===== config.mk =====
export PLATFORM = sky130hd
export DESIGN_NAME = qd_ctrl
export DESIGN_NICKNAME = d
export VERILOG_FILES = /design/src/pkg/qd_pkg.sv /design/src/hw/qd_ctrl.sv /design/src/hw/qd_sync.sv /design/src/hw/qd_fifo.sv
export SDC_FILE = /design/constraint.sdc
export NUM_CORES = 1
export LEC_CHECK = 0
export BUFFER_PORTS_ARGS = -buffer_cell sky130_fd_sc_hd__buf_2
export CORE_MARGIN = 2
export CORE_UTILIZATION = 25
export DETAILED_ROUTE_END_ITERATION = 16
export PLACE_DENSITY = 0.51
export SYNTH_ARGS = -nofsm -noshare
export SYNTH_HDL_FRONTEND = slang
export SYNTH_SLANG_ARGS = --single-unit

===== constraint.sdc =====
create_clock -name clk -period 7.7 [get_ports clk]
set_input_delay 1.54 -clock clk [delete_from_list [all_inputs] [get_ports clk]]
set_output_delay 1.54 -clock clk [all_outputs]
set_load 0.005 [all_outputs]

===== src/pkg/qd_pkg.sv =====
`default_nettype none
package qd_pkg;
   // ------------------------------------------------------------
   // Channel and word geometry
   // ------------------------------------------------------------
   localparam int              QD_NCH        = 4;
   localparam int              QD_DW         = 10;
   localparam int              QD_CHW        = 2;
   localparam int              QD_CNTW       = 4;
   localparam int              QD_CMDW       = 6;
   localparam int              QD_FIFO_DEPTH = 4;
   localparam logic [QD_CNTW-1:0] QD_DW_LAST = 4'h9;
   localparam logic [QD_CHW-1:0]  QD_CH_LAST = 2'h3;
   localparam logic [QD_CHW-1:0]  QD_CH_FIRST = 2'h0;

   // ------------------------------------------------------------
   // Instruction bit positions, counted after the start marker
   // ------------------------------------------------------------
   localparam int QD_B_RW  = 0;  // 1 = readback
   localparam int QD_B_G   = 1;  // Global (all channels)
   localparam int QD_B_U   = 2;  // Write: update on select release
   localparam int QD_B_RF  = 2;  // Read: output changes on rising edge
   localparam int QD_B_ML  = 3;  // Read: most significant bit first
   localparam int QD_B_A1W = 3;
   localparam int QD_B_A0W = 4;
   localparam int QD_B_A1R = 4;
   localparam int QD_B_A0R = 5;
   // Index of the last instruction bit for each command kind
   localparam logic [QD_CNTW-1:0] QD_LAST_RD = 4'h5;
   localparam logic [QD_CNTW-1:0] QD_LAST_WS = 4'h4;
   localparam logic [QD_CNTW-1:0] QD_LAST_WG = 4'h2;

   // ------------------------------------------------------------
   // Pin synchroniser order and idle levels
   // ------------------------------------------------------------
   localparam int          QD_NSYNC     = 5;
   localparam logic [4:0]  QD_SYNC_IDLE = 5'h19; // {supply_ok,au_n,sdi,sclk,cs_n}

   typedef logic [QD_NCH-1:0][QD_DW-1:0] qd_bank_t;
   typedef enum logic [2:0] {
      QD_IDLE  = 3'h0,
      QD_CMD   = 3'h1,
      QD_WDATA = 3'h3,
      QD_RDATA = 3'h5,
      QD_HOLD  = 3'h7
   } qd_state_e;
endpackage : qd_pkg
`default_nettype wire


===== src/hw/qd_ctrl.sv =====
// Operation
// RULE_01 - Async update pin refreshes all outputs
// RULE_02 - Host keeps select high during async update
// RULE_03 - Host keeps async pin high in readback
// RULE_04 - Select active low gates all serial activity
// RULE_05 - Data most significant first after 4/6 bits
// RULE_06 - Readback needs exactly seven instruction bits
// RULE_07 - Readback bit order and edge selectable
// RULE_08 - Supply interruption pulls open-drain flag low
// RULE_09 - Each channel: shift, input, converter register (code shares one shift register across all channels)
// RULE_10 - Async falling edge copies inputs to converters
// RULE_11 - Converter registers clear at power-up
// RULE_12 - Channel bits pick the written input register
// RULE_13 - Update bit commits on select rising edge
// RULE_14 - Sample serial input on clock rising edge
`timescale 1ns/10ps
`default_nettype none
module qd_ctrl
   import qd_pkg::*;
#(
   parameter int FIFO_DEPTH = QD_FIFO_DEPTH
) (
   input  wire logic  clk,
   input  wire logic  rst,
   input  wire logic  cs_n,
   input  wire logic  sclk,
   input  wire logic  sdi,
   input  wire logic  async_update_n,
   input  wire logic  supply_ok,
   output logic       sdo,
   output logic       sdo_oe,
   output logic       pwr_fail_o,
   output logic       pwr_fail_oe,
   output qd_bank_t   dac_code,
   output logic       wr_overflow
);
   // ------------------------------------------------------------
   // Pin synchronisers and edge detection
   // ------------------------------------------------------------
   logic       cs_n_s, sclk_s, sdi_s, au_n_s, supply_s;
   logic       sclk_d_reg, cs_d_reg, au_d_reg;
   logic       sclk_rise, sclk_fall, cs_rise, au_fall;

   qd_sync #(
      .W       (QD_NSYNC),
      .RST_VAL (QD_SYNC_IDLE)
   ) u_sync (
      .clk (clk),
      .rst (rst),
      .d   ({supply_ok, async_update_n, sdi, sclk, cs_n}),
      .q   ({supply_s, au_n_s, sdi_s, sclk_s, cs_n_s})
   );

   // Previous levels, taken from the second sync stage only
   always_ff @(posedge clk or posedge rst) begin
      if (rst) begin
         sclk_d_reg <= 1'b0;
         cs_d_reg   <= 1'b1;
         au_d_reg   <= 1'b1;
      end else begin
         sclk_d_reg <= sclk_s;
         cs_d_reg   <= cs_n_s;
         au_d_reg   <= au_n_s;
      end
   end
   assign sclk_rise = sclk_s && !sclk_d_reg;
   assign sclk_fall = !sclk_s && sclk_d_reg;
   assign cs_rise   = cs_n_s && !cs_d_reg;
   assign au_fall   = !au_n_s && au_d_reg;

   // ------------------------------------------------------------
   // Instruction decoding helpers
   // ------------------------------------------------------------
   function automatic logic [QD_CNTW-1:0] instr_last(input logic [QD_CMDW-1:0] c);
      if (c[QD_B_RW])
         instr_last = QD_LAST_RD;
      else if (c[QD_B_G])
         instr_last = QD_LAST_WG;
      else
         instr_last = QD_LAST_WS;
   endfunction : instr_last

   function automatic logic [QD_CHW-1:0] pick_chan(input logic [QD_CMDW-1:0] c);
      if (c[QD_B_G])
         pick_chan = QD_CH_FIRST; // Global traffic always starts at channel 1
      else
         pick_chan = c[QD_B_RW] ? {c[QD_B_A1R], c[QD_B_A0R]} : {c[QD_B_A1W], c[QD_B_A0W]};
   endfunction : pick_chan

   // ------------------------------------------------------------
   // Serial engine state
   // ------------------------------------------------------------
   qd_state_e             state_reg, state_next;
   logic [QD_CNTW-1:0]    bitcnt_reg, bitcnt_next;
   logic [QD_CMDW-1:0]    cmd_reg, cmd_next, cmd_now;
   logic [QD_DW-1:0]      shift_reg, shift_next, shift_now;
   logic [QD_DW-1:0]      word_reg, word_next;
   logic [QD_CHW-1:0]     ch_reg, ch_next;
   logic [QD_NCH-1:0]     mask_reg, mask_next, pend_set;
   logic                  skip_reg, skip_next;
   logic                  sdo_reg, sdo_next, oe_reg, oe_next;
   logic                  ovf_reg, ovf_next;
   logic                  rd_edge, push;
   qd_bank_t              in_reg, in_next, dac_reg, dac_next;
   logic [QD_NCH-1:0]     pend_reg, pend_next;
   logic                  fifo_in_ready, fifo_out_valid, pop_ready;
   logic [QD_CHW+QD_DW-1:0] fifo_out;
   logic [QD_CHW-1:0]     pop_ch;
   logic [QD_DW-1:0]      pop_data;
   logic                  pop_fire, apply_pend;
   logic                  pf_reg, pf_next;

   assign cmd_now   = cmd_reg | (QD_CMDW'(sdi_s) << bitcnt_reg);
   assign shift_now = {shift_reg[QD_DW-2:0], sdi_s};
   assign rd_edge   = cmd_reg[QD_B_RF] ? sclk_rise : sclk_fall; // [RULE_07]

   // Next state of the serial engine
   always_comb begin
      state_next  = state_reg;
      bitcnt_next = bitcnt_reg;
      cmd_next    = cmd_reg;
      shift_next  = shift_reg;
      word_next   = word_reg;
      ch_next     = ch_reg;
      mask_next   = mask_reg;
      skip_next   = skip_reg;
      sdo_next    = sdo_reg;
      oe_next     = oe_reg;
      ovf_next    = 1'b0;
      push        = 1'b0;
      pend_set    = '0;
      if (cs_n_s) begin
         // Deselected: everything idles and output floats [RULE_04]
         state_next  = QD_IDLE;
         bitcnt_next = '0;
         oe_next     = 1'b0;
         mask_next   = '0;
         if (cs_rise && !cmd_reg[QD_B_RW] && cmd_reg[QD_B_U])
            pend_set = mask_reg; // [RULE_13]
      end else begin
         unique case (state_reg)
            QD_IDLE: begin
               // Wait for the start marker on a rising edge [RULE_14]
               if (sclk_rise && sdi_s) begin
                  state_next  = QD_CMD;
                  bitcnt_next = '0;
                  cmd_next    = '0;
               end
            end
            QD_CMD: begin
               if (sclk_rise) begin
                  cmd_next    = cmd_now;
                  bitcnt_next = bitcnt_reg + 4'h1;
                  // Length of the instruction depends on its own bits [RULE_05] [RULE_06]
                  if (bitcnt_reg == instr_last(cmd_now)) begin
                     bitcnt_next = '0;
                     if (cmd_now[QD_B_RW]) begin
                        state_next = QD_RDATA;
                        ch_next    = pick_chan(cmd_now);
                        word_next  = in_reg[pick_chan(cmd_now)];
                        skip_next  = 1'b1;
                     end else begin
                        state_next = QD_WDATA;
                        ch_next    = cmd_now[QD_B_G] ? QD_CH_FIRST : pick_chan(cmd_now); // [RULE_12]
                     end
                  end
               end
            end
            QD_WDATA: begin
               if (sclk_rise) begin
                  shift_next  = shift_now; // [RULE_05]
                  bitcnt_next = bitcnt_reg + 4'h1;
                  if (bitcnt_reg == QD_DW_LAST) begin
                     push        = 1'b1;
                     bitcnt_next = '0;
                     ch_next     = ch_reg + 2'h1;
                     if (fifo_in_ready)
                        mask_next[ch_reg] = 1'b1;
                     else
                        ovf_next = 1'b1;
                     if (!cmd_reg[QD_B_G] || ch_reg == QD_CH_LAST)
                        state_next = QD_HOLD;
                  end
               end
            end
            QD_RDATA: begin
               if (rd_edge) begin
                  if (skip_reg) begin
                     // First selected edge after the instruction is a gap
                     skip_next = 1'b0;
                  end else begin
                     oe_next     = 1'b1;
                     sdo_next    = cmd_reg[QD_B_ML] ? word_reg[QD_DW-1] : word_reg[0]; // [RULE_07]
                     word_next   = cmd_reg[QD_B_ML] ? {word_reg[QD_DW-2:0], 1'b0}
                                                    : {1'b0, word_reg[QD_DW-1:1]};
                     bitcnt_next = bitcnt_reg + 4'h1;
                     if (bitcnt_reg == QD_DW_LAST) begin
                        bitcnt_next = '0;
                        if (cmd_reg[QD_B_G] && ch_reg != QD_CH_LAST) begin
                           ch_next   = ch_reg + 2'h1;
                           word_next = in_reg[ch_reg + 2'h1];
                        end else begin
                           state_next = QD_HOLD;
                        end
                     end
                  end
               end
            end
            QD_HOLD: begin
               // Ignore further clocks until select is released
            end
            default: begin
               state_next = QD_IDLE;
            end
         endcase
      end
   end

   always_ff @(posedge clk or posedge rst) begin
      if (rst) begin
         state_reg  <= QD_IDLE;
         bitcnt_reg <= '0;
         cmd_reg    <= '0;
         shift_reg  <= '0;
         word_reg   <= '0;
         ch_reg     <= '0;
         mask_reg   <= '0;
         skip_reg   <= 1'b0;
         sdo_reg    <= 1'b0;
         oe_reg     <= 1'b0;
         ovf_reg    <= 1'b0;
      end else begin
         state_reg  <= state_next;
         bitcnt_reg <= bitcnt_next;
         cmd_reg    <= cmd_next;
         shift_reg  <= shift_next;
         word_reg   <= word_next;
         ch_reg     <= ch_next;
         mask_reg   <= mask_next;
         skip_reg   <= skip_next;
         sdo_reg    <= sdo_next;
         oe_reg     <= oe_next;
         ovf_reg    <= ovf_next;
      end
   end

   // ------------------------------------------------------------
   // Word buffer between the serial side and the input registers
   // ------------------------------------------------------------
   // Draining stalls in the async copy cycle so that copy and input-register write never race
   assign pop_ready = !au_fall;

   qd_fifo #(
      .W     (QD_CHW + QD_DW),
      .DEPTH (FIFO_DEPTH)
   ) u_fifo (
      .clk       (clk),
      .rst       (rst),
      .in_valid  (push),
      .in_ready  (fifo_in_ready),
      .in_data   ({ch_reg, shift_now}),
      .out_valid (fifo_out_valid),
      .out_ready (pop_ready),
      .out_data  (fifo_out)
   );
   assign pop_ch     = fifo_out[QD_CHW+QD_DW-1:QD_DW];
   assign pop_data   = fifo_out[QD_DW-1:0];
   assign pop_fire   = fifo_out_valid && pop_ready;
   // Select-release update waits until every earlier word has landed
   assign apply_pend = !fifo_out_valid && (pend_reg != '0);

   // ------------------------------------------------------------
   // Input, converter and pending-update registers
   // ------------------------------------------------------------
   always_comb begin
      in_next   = in_reg;
      dac_next  = dac_reg;
      pend_next = pend_reg | pend_set;
      if (pop_fire)
         in_next[pop_ch] = pop_data; // [RULE_09] [RULE_12]
      if (au_fall) begin
         // Whole bank at once, no serial traffic involved [RULE_01] [RULE_10]
         dac_next  = in_reg;
         pend_next = pend_set;
      end else if (apply_pend) begin
         for (int i = 0; i < QD_NCH; i++) begin
            if (pend_reg[i])
               dac_next[i] = in_reg[i]; // [RULE_13]
         end
         pend_next = pend_set; // A new set wins over the clear
      end
   end

   always_ff @(posedge clk or posedge rst) begin
      if (rst) begin
         in_reg   <= '0;
         dac_reg  <= '0; // [RULE_11]
         pend_reg <= '0;
      end else begin
         in_reg   <= in_next;
         dac_reg  <= dac_next;
         pend_reg <= pend_next;
      end
   end

   // ------------------------------------------------------------
   // Power-fail flag, sticky until the next power-up reset
   // ------------------------------------------------------------
   assign pf_next = pf_reg || !supply_s; // [RULE_08]
   always_ff @(posedge clk or posedge rst) begin
      if (rst)
         pf_reg <= 1'b0;
      else
         pf_reg <= pf_next;
   end

   assign sdo         = sdo_reg;
   assign sdo_oe      = oe_reg;
   assign pwr_fail_o  = 1'b0;   // Open drain: only ever pulls low
   assign pwr_fail_oe = pf_reg;
   assign dac_code    = dac_reg;
   assign wr_overflow = ovf_reg;
endmodule : qd_ctrl
`default_nettype wire


===== src/hw/qd_sync.sv =====
`timescale 1ns/10ps
`default_nettype none
module qd_sync #(
   parameter int               W       = 1,
   parameter logic [W-1:0]     RST_VAL = '0
) (
   input  wire logic           clk,
   input  wire logic           rst,
   input  wire logic [W-1:0]   d,
   output logic [W-1:0]        q
);
   logic [W-1:0] meta_reg;
   logic [W-1:0] q_reg;

   // Two stages per pin; only the second stage is read outside
   always_ff @(posedge clk or posedge rst) begin
      if (rst) begin
         meta_reg <= RST_VAL;
         q_reg    <= RST_VAL;
      end else begin
         meta_reg <= d;
         q_reg    <= meta_reg;
      end
   end
   assign q = q_reg;
endmodule : qd_sync
`default_nettype wire


===== src/hw/qd_fifo.sv =====
`timescale 1ns/10ps
`default_nettype none
module qd_fifo #(
   parameter int W     = 12,
   parameter int DEPTH = 4
) (
   input  wire logic          clk,
   input  wire logic          rst,
   input  wire logic          in_valid,
   output logic               in_ready,
   input  wire logic [W-1:0]  in_data,
   output logic               out_valid,
   input  wire logic          out_ready,
   output logic [W-1:0]       out_data
);
   localparam int AW = (DEPTH > 1) ? $clog2(DEPTH) : 1;
   localparam logic [AW:0] FULL_CNT = (AW+1)'(DEPTH);

   logic [DEPTH-1:0][W-1:0] mem_reg, mem_next;
   logic [AW-1:0]           wp_reg, wp_next, rp_reg, rp_next;
   logic [AW:0]             cnt_reg, cnt_next;
   logic                    push, pop;

   // Honest flags straight from the occupancy count
   assign in_ready  = (cnt_reg != FULL_CNT);
   assign out_valid = (cnt_reg != '0);
   assign out_data  = mem_reg[rp_reg];
   assign push      = in_valid && in_ready;
   assign pop       = out_valid && out_ready;

   // Pointer wrap at DEPTH, so odd depths work too
   always_comb begin
      mem_next = mem_reg;
      wp_next  = wp_reg;
      rp_next  = rp_reg;
      if (push) begin
         mem_next[wp_reg] = in_data;
         wp_next = (wp_reg == AW'(DEPTH - 1)) ? '0 : AW'(wp_reg + 1'b1);
      end
      if (pop) begin
         rp_next = (rp_reg == AW'(DEPTH - 1)) ? '0 : AW'(rp_reg + 1'b1);
      end
      cnt_next = cnt_reg + (AW+1)'(push) - (AW+1)'(pop);
   end

   always_ff @(posedge clk or posedge rst) begin
      if (rst) begin
         mem_reg <= '0;
         wp_reg  <= '0;
         rp_reg  <= '0;
         cnt_reg <= '0;
      end else begin
         mem_reg <= mem_next;
         wp_reg  <= wp_next;
         rp_reg  <= rp_next;
         cnt_reg <= cnt_next;
      end
   end
endmodule : qd_fifo
`default_nettype wire


* Word level (Yosys, flattened, before mapping)
Index checks and enable logic that the tools add are counted.
** Word-level totals
- Register bits :: 195
- Bits in latches :: 0
- Memory bits (writable) :: 0
- Memory bits (read-only) :: 0
- Output and inout bits :: 45
- Word-level logic and storage cells :: 251
- Memories :: 0
** Cells by class
- Add/subtract/negate cells :: 6
- Multipliers :: 0
- Div/mod/pow operators :: 0
- $lt $le $gt $ge :: 9
- Eq/ne operators :: 33
- Shift-type cells :: 1
- Muxes and demuxes :: 107
- Bitwise logic cells :: 5
- Reductions and logical operators :: 57
** Operator list (number)
- $mux 10 :: 15
- $mux 4 :: 20
- $mux 40 :: 2
- $bwmux 48 :: 1
- $mux 3 :: 14
- $bmux 10 s2 :: 2
- $bwmux 40 :: 1
- $mux 2 :: 18
- $ne 3x2->1 const B :: 10
- $reduce_bool 2->1 :: 13
- $bmux 12 s2 :: 1
- $demux 12 s2 :: 1
- $mux 12 :: 2
- $ne 2x2->1 const B :: 11
- $demux 10 s2 :: 1
- $mux 1 :: 20
- $pmux 10 s2 :: 1
- $lt 2x3->1 const B :: 6
- $pmux 4 s4 :: 1
- $pmux 3 s5 :: 1
- $logic_and 1x1->1 :: 14
- $mux 6 :: 2
- $pmux 6 s2 :: 1
- $reduce_and 4->1 :: 3
- other kinds (32) :: 57

* Depth between registers and ports, before layout
Gate-level depths: netlist (run 1).
- Depth in word-level cells :: 18
- Mapped depth :: 12
- Gate-level depth less buffers :: 10

* Cells and area by module
A second synthesis (run 1) with hierarchy kept.
** Second synthesis, totals
- Cells, all modules :: 694
- Area, all modules :: 9297.7 µm²
** By module, submodules not included
- qd_ctrl :: times used 1, cells an instance 527, area each 6314.8 µm², sequential area each 3255.6 µm²
- qd_fifo :: times used 1, cells an instance 156, area each 2721.4 µm², sequential area each 1376.3 µm²
- qd_sync :: times used 1, cells an instance 11, area each 261.5 µm², sequential area each 257.7 µm²

* Worst setup path after synthesis (run 1)
Ideal clock, no wire load.
- Path type :: reg2reg
- Start point :: reg ch_reg[0]
- End point :: reg word_reg[1]
- Arrival :: 2716 ps
- Required time :: 7575 ps
- Setup slack :: 4859 ps
- Cell stages (with the launch flop) :: 10
- Buffers on the path :: 3
- Clock period less this slack :: 2841 ps
- Path through :: dfrtp_1 -> clkbuf_1 -> buf_2 -> inv_1 -> ha_1 -> clkbuf_1 -> mux4_2 -> a21oi_1 -> a221oi_1 -> mux2_2
** Between the ends
- Cells in the longest elaborated chain, start to end :: 8
- Elaborated cells between the ends (all ways) :: 10
** Ends and longest elaborated chain
- start: declaration :: line qd_ctrl.sv:98 : logic [QD_CHW-1:0] ch_reg, ch_next;
- start signal: assignment :: line qd_ctrl.sv:238 : ch_reg <= ch_next;
- $add 2x1->2 :: line qd_ctrl.sv:201 : word_next = in_reg[ch_reg + 2'h1];
- $bmux 10 s2 :: line qd_ctrl.sv:201
- $mux 10 (not written as such) :: line qd_ctrl.sv:201
- $mux 10 (*) :: line qd_ctrl.sv:199 : if (cmd_reg[QD_B_G] && ch_reg != QD_CH_LAST) begin
- $mux 10 (*) :: line qd_ctrl.sv:197 : if (bitcnt_reg == QD_DW_LAST) begin
- $mux 10 (*) :: line qd_ctrl.sv:188 : if (skip_reg) begin
- $mux 10 (*) :: line qd_ctrl.sv:187 : if (rd_edge) begin
- $pmux 10 s2 (*) :: line qd_ctrl.sv:141 : unique case (state_reg)
- end signal: assignment :: line qd_ctrl.sv:237 : word_reg <= word_next;
- end: declaration :: line qd_ctrl.sv:97 : logic [QD_DW-1:0] word_reg, word_next;
Mark *: on every way between the ends. The rest lies on a longest branch, timed or not. The select of a mux whose other input is x is not followed.
A chain may end at the register's enable or synchronous reset.

* Final worst setup path (run 1)
- Start point :: reg ch_reg[0]
- End point :: reg word_reg[0]
Same word-level chain as after synthesis.

==> impl_results.md, run 1 <==
- Status: finished, final reports clean
- Vias: ~5500
- Die Wd: between 150 and 200 µm
- PwrDens: 202 mW/mm²
- Peak supply drop: around 0.14 mV
- DRC: 0
- Design Area, Final: slightly above 0.01 mm²
- Hold Vio Cnt, Final: 0
- Die height: ~190 µm
- Routed WL: ~22 mm
- Max reg flops: between 40 and 50
- Root Driver: clkbuf_16
- Minimum clock period: between 3 and 4 ns
- Post-synthesis sequential element count: a little under 200
- Routed wire length per instance: 18.5 µm
- RSZ-0062 raised after global routing: no
- Async set or reset register ratio after synthesis: 100%
- Number of synthesized flops with an enable pin: 0
- First-pass GRT wire length: approximately 35 mm
- Post-CTS Resized: 0
- Fmax: between 300 and 400 MHz
- Top-count cell post-synth: dfrtp_1
- Hpwl dp: about 14 mm
- CTS max path bufs: 2
- GRT overflow: 0
- Cell Rows: 69
- Most used flip-flop cell after synthesis: dfrtp_1
- Synth top area cells: dfrtp_1 (52%), mux2_2 (17%), mux4_2 (5.5%), dfstp_2 (2.3%), ha_1 (1.8%)
- Max-Cap Viols: 0
- Drt pass-1 iters: 4
- CP Class: register to register
- Largest net degree at the start of global routing: ~140
- Ratio of cells with drive above 1 in the final layout: around two fifths
- Synth Warn #: 0
- Synth unique cells: 63
- Final RePlAce weighted congestion: ~0.77
- CP max FO: 18
- Syn_nets: around 680
- Sink Count: a little under 200
- Post-synth top cells: dfrtp_1 (187), mux2_2 (137), nand2_1 (29)
- 1st-iter DRT viols: between 400 and 500
- Setup crit end kind: register
- Fin. max-slew vios: 0
- Synth-to-layout area growth: 15.0%
- Initial Util: between 20% and 30%
- Mean Syn Cell Area: roughly 14 µm²
- Buffers on Ports: 50
- Setup TNS: 0 ns
- # Post-CTS Setup Buffers: 0
- CTS tree: done
- Post-Syn Area: around 0.009 mm²
- Final antenna-violating net count: 0
- H-tree Lvls: 4
- Core area: between 0.03 and 0.04 mm²
- Cts hold-fix bufs: 0
- Critical Path Start Type: register
- Tot Pwr: 2.10 mW
- Die area: roughly 0.038 mm²
- Hold Path Class: register to register
- Area leader, netlist: dfrtp_1
- Vias in the first global route: approximately 5600
- GRT Util Overall: between 10% and 20%
- Final period utilization: around 43%
- Worst skew pair latency: 0.44 ns
- Worst-path clk slew: approximately 0.080 ns
- Ant diodes: 0
- Leak: roughly 5.0 nW
- Number of I/O pins: 52
- Placed Area: about 0.01 mm²
- Final nets: just over 700
- Worst-Margin Slew: ~0.97 ns
- Setup violators final: 0
- Initial antenna violation count: 0
- CP arrival: 3.63 ns
- Relative slew slack: about 35%
- Seq/Total Area, Yosys: between 50% and 60%
- Num CTS Buffers: 17
- Share of the synthesized area in the top cell type: between 50% and 60%
- Post-synthesis cell count: 660
- Final Skew: 0.0115 ns
- Required time of the worst setup path: ~8.0 ns
- Mean number of vias per cell: ~4.7
metal layers:
metal  track usage [%]  wire length [µm]  share of wire (%)  vias up
met4              3.90               323                1.5        0
li1                  -                 -                  -     2527
met5                 0                 0                  0        -
met2              18.7             10300                 47      101
met3              2.40               725                3.3       21
met1              16.7             10300                 48     2864
power by group:
group          total [mW]  switching [mW]  internal (mW)
Sequential           1.05          0.0202           1.03
Clock               0.950           0.450          0.500
Combinational      0.0917          0.0593         0.0323
placed cells by master, fill, tap and decap left out, types with 3 or more instances in the layout:
cell type and count:
dfrtp_1 187, mux2_2 137, buf_2 50, nand2_1 29, a21oi_1 22, mux4_2 22
nor2_1 21, o22ai_1 20, o21ai_0 19, clkbuf_16 17, inv_1 16, mux2i_1 16
ha_1 13, a221oi_1 11, mux2_4 10, a22o_1 8, dfstp_2 8, a21o_1 7
nand2b_1 7, nor2b_1 6, buf_4 6, nor3b_1 5, a31oi_1 5, clkinv_8 5
nand3_1 4, inv_6 4, nor3_1 3, a211oi_1 3
logic make-up (layout without fill, tap and decap cells):
group / after synthesis / in the layout / share of synthesized area (%)
AND/OR/NAND/NOR: 96 / 96 / 6.05
other: 1 / 1 / 0.0417
adder cells (fa/ha/maj): 14 / 14 / 2.03
XOR/XNOR: 3 / 3 / 0.292
multiplexers: 185 / 185 / 26.1
flip-flops: 195 / 195 / 54.3
buffers and inverters: 52 / 106 / 2.64
AO/OA/AOI/OAI: 114 / 114 / 8.55
worst max-delay path: stages, from the launching register on:
cell and delay, ns:
dfrtp_1 0.96, inv_1 0.20, ha_1 0.73, mux4_2 0.57, and3_1 0.19, o21ai_0 0.16
a22oi_1 0.11, mux2_2 0.29
per-stage QoR:
step	std cells	util [%]	setup WS [ns]	hold WS, ns
after floorplan	660	-	0.861	0.331
final	1175	29.2	4.39	0.354
after detailed placement	1143	27.4	4.34	0.338
after global routing	1175	29.2	4.11	0.366
after global placement	1143	27.4	4.36	0.334
after CTS	1175	29.2	4.33	0.356
worst paths after layout:
kind / start / end / slack, ns / depth (start not counted)
setup / recovery: ch_reg[0] / word_reg[0] / 4.39 / 7
hold reg to reg: u_sync.meta_reg[2] / u_sync.q[2] / 0.35 / 0
min in group asynchronous: rst / dac_code[38] / 1.27 / 2
setup reg to reg: ch_reg[0] / word_reg[0] / 4.39 / 7
max in group asynchronous: rst / state_reg[1] / 5.04 / 3
hold / removal: u_sync.meta_reg[2] / u_sync.q[2] / 0.35 / 0
area by class of cell:
class | instances | area [µm²]
Fill cell | 3561 | 25100
Clock inverter | 15 | 213
Timing Repair Buffer | 56 | 295
Tap cell | 461 | 577
Clock buffer | 17 | 425
Sequential cell | 195 | 4890
Inverter | 18 | 75.1
Multi-Input combinational cell | 413 | 3880
(Power assumes the default switching activity.)
==> run 2, diff against run 1 <==
- clock period: 7.7 -> 3.35 ns (I/O delays scaled with it)
==> run 2 against run 1 <==
  * Global-route usage is 0.16 points higher
  * Core utilization is 0.22 points higher
  * Setup slack worse by 3.8 ns
  * Count of clock-buffer cells in the layout stayed put
  * Via count is 0.58% higher
  * Wire length is 1.1% higher
  * Worst hold slack worse by 0.14 ns
  * Critical path depth is 3 higher
  * First-iteration DRC count is 13% lower
  * Highest routed layer unchanged
==> impl_results.md, run 2 (synthesis gave the netlist of run 1 again) <==
- Number of I/O pins: 52
- Buffers on Ports: 50
- Required time of the worst setup path: roughly 3.7 ns
- Ant diodes: 0
- Sink Count: between 150 and 200
- CP max stage delay: between 0.4 and 0.5 ns
- Routed WL: between 20 and 25 mm
- CTS tree: done
- Peak supply drop: ~0.27 mV
- Setup violators final: 0
- Setup crit end kind: register
- Cell Rows: 69
- Hold Path Class: primary input to asynchronous set/reset pin
- Worst skew pair latency: around 0.44 ns
- 1st-iter DRT viols: 370
- Num CTS Buffers: 17
- Commonest non-fill, non-tap cells in the layout: dfrtp_1 (187), mux2_2 (137), buf_2 (50)
- Fillers: 3602
- CP max FO: 9
- Die area: approximately 0.038 mm²
- Final period utilization: 83.7%
- Final nets: ~740
- Vias: roughly 5500
- Final antenna-violating net count: 0
- Routed wire length per instance: around 18 µm
- # Post-CTS Setup Buffers: 0
- Hold Vio Cnt, Final: 0
- Die height: approximately 190 µm
- Fin. max-slew vios: 0
- Max-Cap Viols: 0
- Drt pass-1 iters: 5
- Commonest non-fill, non-tap cell in the layout: dfrtp_1
- CTS max path bufs: 2
- Initial antenna violation count: 0
- End of the worst register-to-register path: u_fifo.cnt_reg[2]
- Final RePlAce weighted congestion: just over 0.8
- CP arrival: about 3.1 ns
- Status: finished, final reports clean
- Worst R2R Setup Slack: approximately 0.55 ns
- Final Skew: between 0.01 and 0.015 ns
- Relative slew slack: 38.3%
- Setup TNS: 0 ns
- Cts hold-fix bufs: 0
- Die Wd: between 150 and 200 µm
- Hold_ws: between 0.2 and 0.25 ns
- RSZ-0062 raised after global routing: no
- Initial Util: 25.4%
- Worst-path clk slew: roughly 0.08 ns
- Vias in the first global route: about 5700
- First-pass GRT wire length: about 35 mm
- Post-CTS Resized: 0
- PwrDens: 445 mW/mm²
- Mean number of vias per cell: around 4.7
- DRC: 0
- RR Startpoint: u_fifo.cnt_reg[1]
- Hpwl dp: 15.3 mm
- Ratio of cells with drive above 1 in the final layout: between 40% and 50%
- Critical Path Start Type: register
- GRT overflow: 0
- Setup slack after layout: 0.547 ns
- Largest net degree at the start of global routing: 84
- GRT Util Overall: ~12%
- CP Class: register to register
- Crit-path slowest cell: nor3_1
- Fmax: between 300 and 400 MHz
- Pre-CTS setup slack: 0.570 ns
- Worst-Margin Slew: 0.926 ns
- Root Driver: clkbuf_16
- H-tree Lvls: 4
- Synth-to-layout area growth: 15.9%
- Reg2reg path depth: 10
- Cells along the critical path: nor3_1, or2_0, inv_2, ha_1, inv_1, ha_1, inv_1, fa_1, xnor2_1, xnor2_1
- Minimum clock period: 2.80 ns
- Core area: roughly 0.035 mm²
- Leak: between 5 and 6 nW
- Max reg flops: 48
==> run 2: stage by stage <==
step | power [mW] | instances | cell area [µm²] | util [%]
after floorplan | 2.62 | 660 | 9010 | -
after global placement | 2.71 | 1159 | 9870 | 27.8
after detailed placement | 2.71 | 1159 | 9870 | 27.8
after CTS | 4.72 | 1191 | 10400 | 29.4
after global routing | 4.84 | 1191 | 10400 | 29.4
final | 4.64 | 1191 | 10400 | 29.4
==> run 2: how the worst max path moves through the flow <==
stage / start / end / slack (ns) / cells past startpoint
2_1_floorplan: rst / bitcnt_reg[0] / 0.17 / 1
3_3_place_gp: u_fifo.cnt_reg[1] / u_fifo.cnt_reg[2] / 0.63 / 10
3_5_place_dp: u_fifo.cnt_reg[1] / u_fifo.cnt_reg[2] / 0.57 / 10
4_1_cts: u_fifo.cnt_reg[1] / u_fifo.cnt_reg[2] / 0.55 / 10
5_1_grt: u_fifo.cnt_reg[1] / u_fifo.cnt_reg[2] / 0.30 / 10
6_report: u_fifo.cnt_reg[1] / u_fifo.cnt_reg[2] / 0.55 / 10
==> run 2: routing by layer <==
metal / track usage, % / wire [µm] / vias to the layer above
li1: - / - / 2562
met5: 0 / 0 / -
met2: 18.5 / 10100 / 111
met1: 17.4 / 10700 / 2857
met3: 2.96 / 893 / 15
met4: 2.74 / 215 / 0
==> run 2: layout make-up <==
class	count	area [µm²]	share of cell area (%)
Clock buffer	17	425	4.08
Clock inverter	15	141	1.36
Inverter	18	71.3	0.684
Multi-Input combinational cell	413	3870	37.1
Sequential cell	195	4890	46.9
Tap cell	461	577	5.53
Timing Repair Buffer	72	453	4.34
==> run 2: report_power, final <==
part | total (mW) | leakage (nW) | switching, mW | internal, mW
registers | 2.41 | 2.68 | 0.0318 | 2.38
clock network | 1.99 | 0.285 | 0.997 | 0.989
logic | 0.248 | 2.09 | 0.161 | 0.0870
total | 4.64 | 5.05 | 1.19 | 3.45
==> run 2: critical path, delay by kind of cell, from the launching register on <==
| kind | cells | cell delay (ns) |
|---|---|---|
| buffers and inverters | 3 | 0.27 |
| XOR/XNOR | 2 | 0.27 |
| adder cells (fa/ha/maj) | 3 | 0.85 |
| AND/OR/NAND/NOR | 2 | 0.87 |
| flip-flops | 1 | 0.43 |
==> run 3, diff against run 2 <==
- PLACE_DENSITY: 0.51 -> 0.53
- clock period: 3.35 -> 2.5 ns (I/O delays scaled with it)
==> run 3 against run 2 <==
  * Sequential power rose by 34%
  * Core utilization rose by 0.91 points
  * Clock power rose by 37%
  * Critical path depth fell by 3
  * Fmax rose by 20%
  * Non-clock buffer count rose by 34
  * First-iteration DRC count fell by 16%
  * Design area rose by 3.1%
  * Combinational power rose by 50%
  * Critical path type unchanged
  * Critical endpoint is now word_reg[6]
  * Largest power group unchanged
==> impl_results.md, run 3 (synthesis gave the netlist of run 1 again) <==
- Hold Path Class: primary input to asynchronous set/reset pin
- Critical Path Start Type: register
- Relative slew slack: between 50% and 60%
- GRT overflow: 0
- First-pass GRT wire length: approximately 34 mm
- PwrDens: a little under 600 mW/mm²
- Num CTS Buffers: 17
- Initial antenna violation count: 0
- Max reg flops: 48
- Setup crit end kind: register
- Minimum clock period: around 2.3 ns
- Final nets: approximately 770
- Root Driver: clkbuf_16
- Cts hold-fix bufs: 0
- Core area: 0.0355 mm²
- Vias in the first global route: just under 6000
- Status: finished, final reports clean
- Worst-path clk slew: 0.08 ns
- CTS max path bufs: 2
- Leak: approximately 5.2 nW
- Worst R2R Setup Slack: approximately 0.17 ns
- Initial Util: 25.4%
- Peak supply drop: 0.389 mV
- Die area: around 0.038 mm²
- Max-Cap Viols: 0
- Ant diodes: 0
- RR Startpoint: bitcnt_reg[0]
- Cell Rows: 69
- Vias: 5655
- Worst-Margin Slew: around 0.71 ns
- Final Skew: approximately 0.017 ns
- Final antenna-violating net count: 0
- Final RePlAce weighted congestion: between 0.8 and 0.9
- Reg2reg path depth: 7
- GRT Util Overall: about an eighth
- H-tree Lvls: 4
- End of the worst register-to-register path: word_reg[6]
- DRC: 0
- Setup TNS: 0 ns
- Commonest non-fill, non-tap cells in the layout: dfrtp_1 (186), mux2_2 (137), buf_4 (51)
- CTS tree: done
- Hold Vio Cnt, Final: 0
- Layout Utilization: around 30%
- Ratio of cells with drive above 1 in the final layout: between 40% and 50%
- Buffers on Ports: 50
- Commonest non-fill, non-tap cell in the layout: dfrtp_1
- CP arrival: 2.64 ns
- Worst skew pair latency: 0.43 ns
- 1st-iter DRT viols: between 300 and 400
- Setup violators final: 0
- Drt pass-1 iters: 5
- Mean number of vias per cell: around 4.6
- Final period utilization: between 90 and 100%
- CP Class: register to register
- Fin. max-slew vios: 0
- Number of I/O pins: 52
- Routed WL: approximately 22 mm
- Die Wd: roughly 190 µm
- CP max FO: 11
- RSZ-0062 raised after global routing: no
- Die height: 194 µm
- Hpwl dp: between 15 and 20 mm
- Required time of the worst setup path: between 2 and 3 ns
- Tot Pwr: between 6 and 7 mW
- Sink Count: between 150 and 200
- Synth-to-layout area growth: 19.5%
- Fmax: between 400 and 500 MHz
- Largest net degree at the start of global routing: 47
- Routed wire length per instance: roughly 18 µm
[run 3: area by class of cell]
cell class | count | area [µm²]
well taps | 461 | 577
clock buffers | 18 | 429
fillers | 3547 | 24700
inverters | 18 | 71.3
flip-flops and latches | 195 | 4890
clock inverters | 14 | 163
repair buffers | 106 | 733
multi-input cells | 413 | 3890
[run 3: repair_timing]
item | in CTS | in global routing
setup buffers | 0 | 0
setup endpoints to repair | 0 | 10
gates resized for setup | 0 | 4
[run 3: power breakdown]
group / internal [mW] / switching [mW] / leakage, nW
logic: 0.143 / 0.228 / 2.27
registers: 3.19 / 0.0312 / 2.68
clock network: 1.43 / 1.30 / 0.290
[run 3: worst max-delay path by stage]
stage,slack (ns),end,start,depth (start not counted)
finish,0.17,word_reg[6],bitcnt_reg[0],7
global route,0.01,word_reg[4],bitcnt_reg[0],7
CTS,0.11,word_reg[6],bitcnt_reg[0],7
detailed placement,0.12,word_reg[6],bitcnt_reg[0],7
global placement,0.20,word_reg[0],ch_reg[1],7
floorplan,-0.51,bitcnt_reg[0],rst,1
[run 3: per-layer routing]
layer,GRT usage [%],share of wire [%]
met5,0,0
met3,2.28,2.8
met1,16.0,48
met2,19.1,48
met4,3.68,1.7
[run 3: through the flow]
stage          cell area, µm²  instances  hold slack (ns)  setup WS (ns)
6_report                10800       1225            0.149          0.165
2_1_floorplan            9020        660            0.331         -0.512
4_1_cts                 10700       1225            0.137          0.109
5_1_grt                 10800       1225            0.132         0.0109
3_3_place_gp            10200       1193            0.341          0.200
3_5_place_dp            10200       1193            0.340          0.120
[run 3: critical path: stages (launching register included)]
cell      delay [ns]
dfrtp_1         0.50
nor2_2          0.24
a32oi_1         0.13
a211oi_1        0.34
mux2i_1         0.12
a21boi_0        0.28
buf_4           0.26
mux2_2          0.36
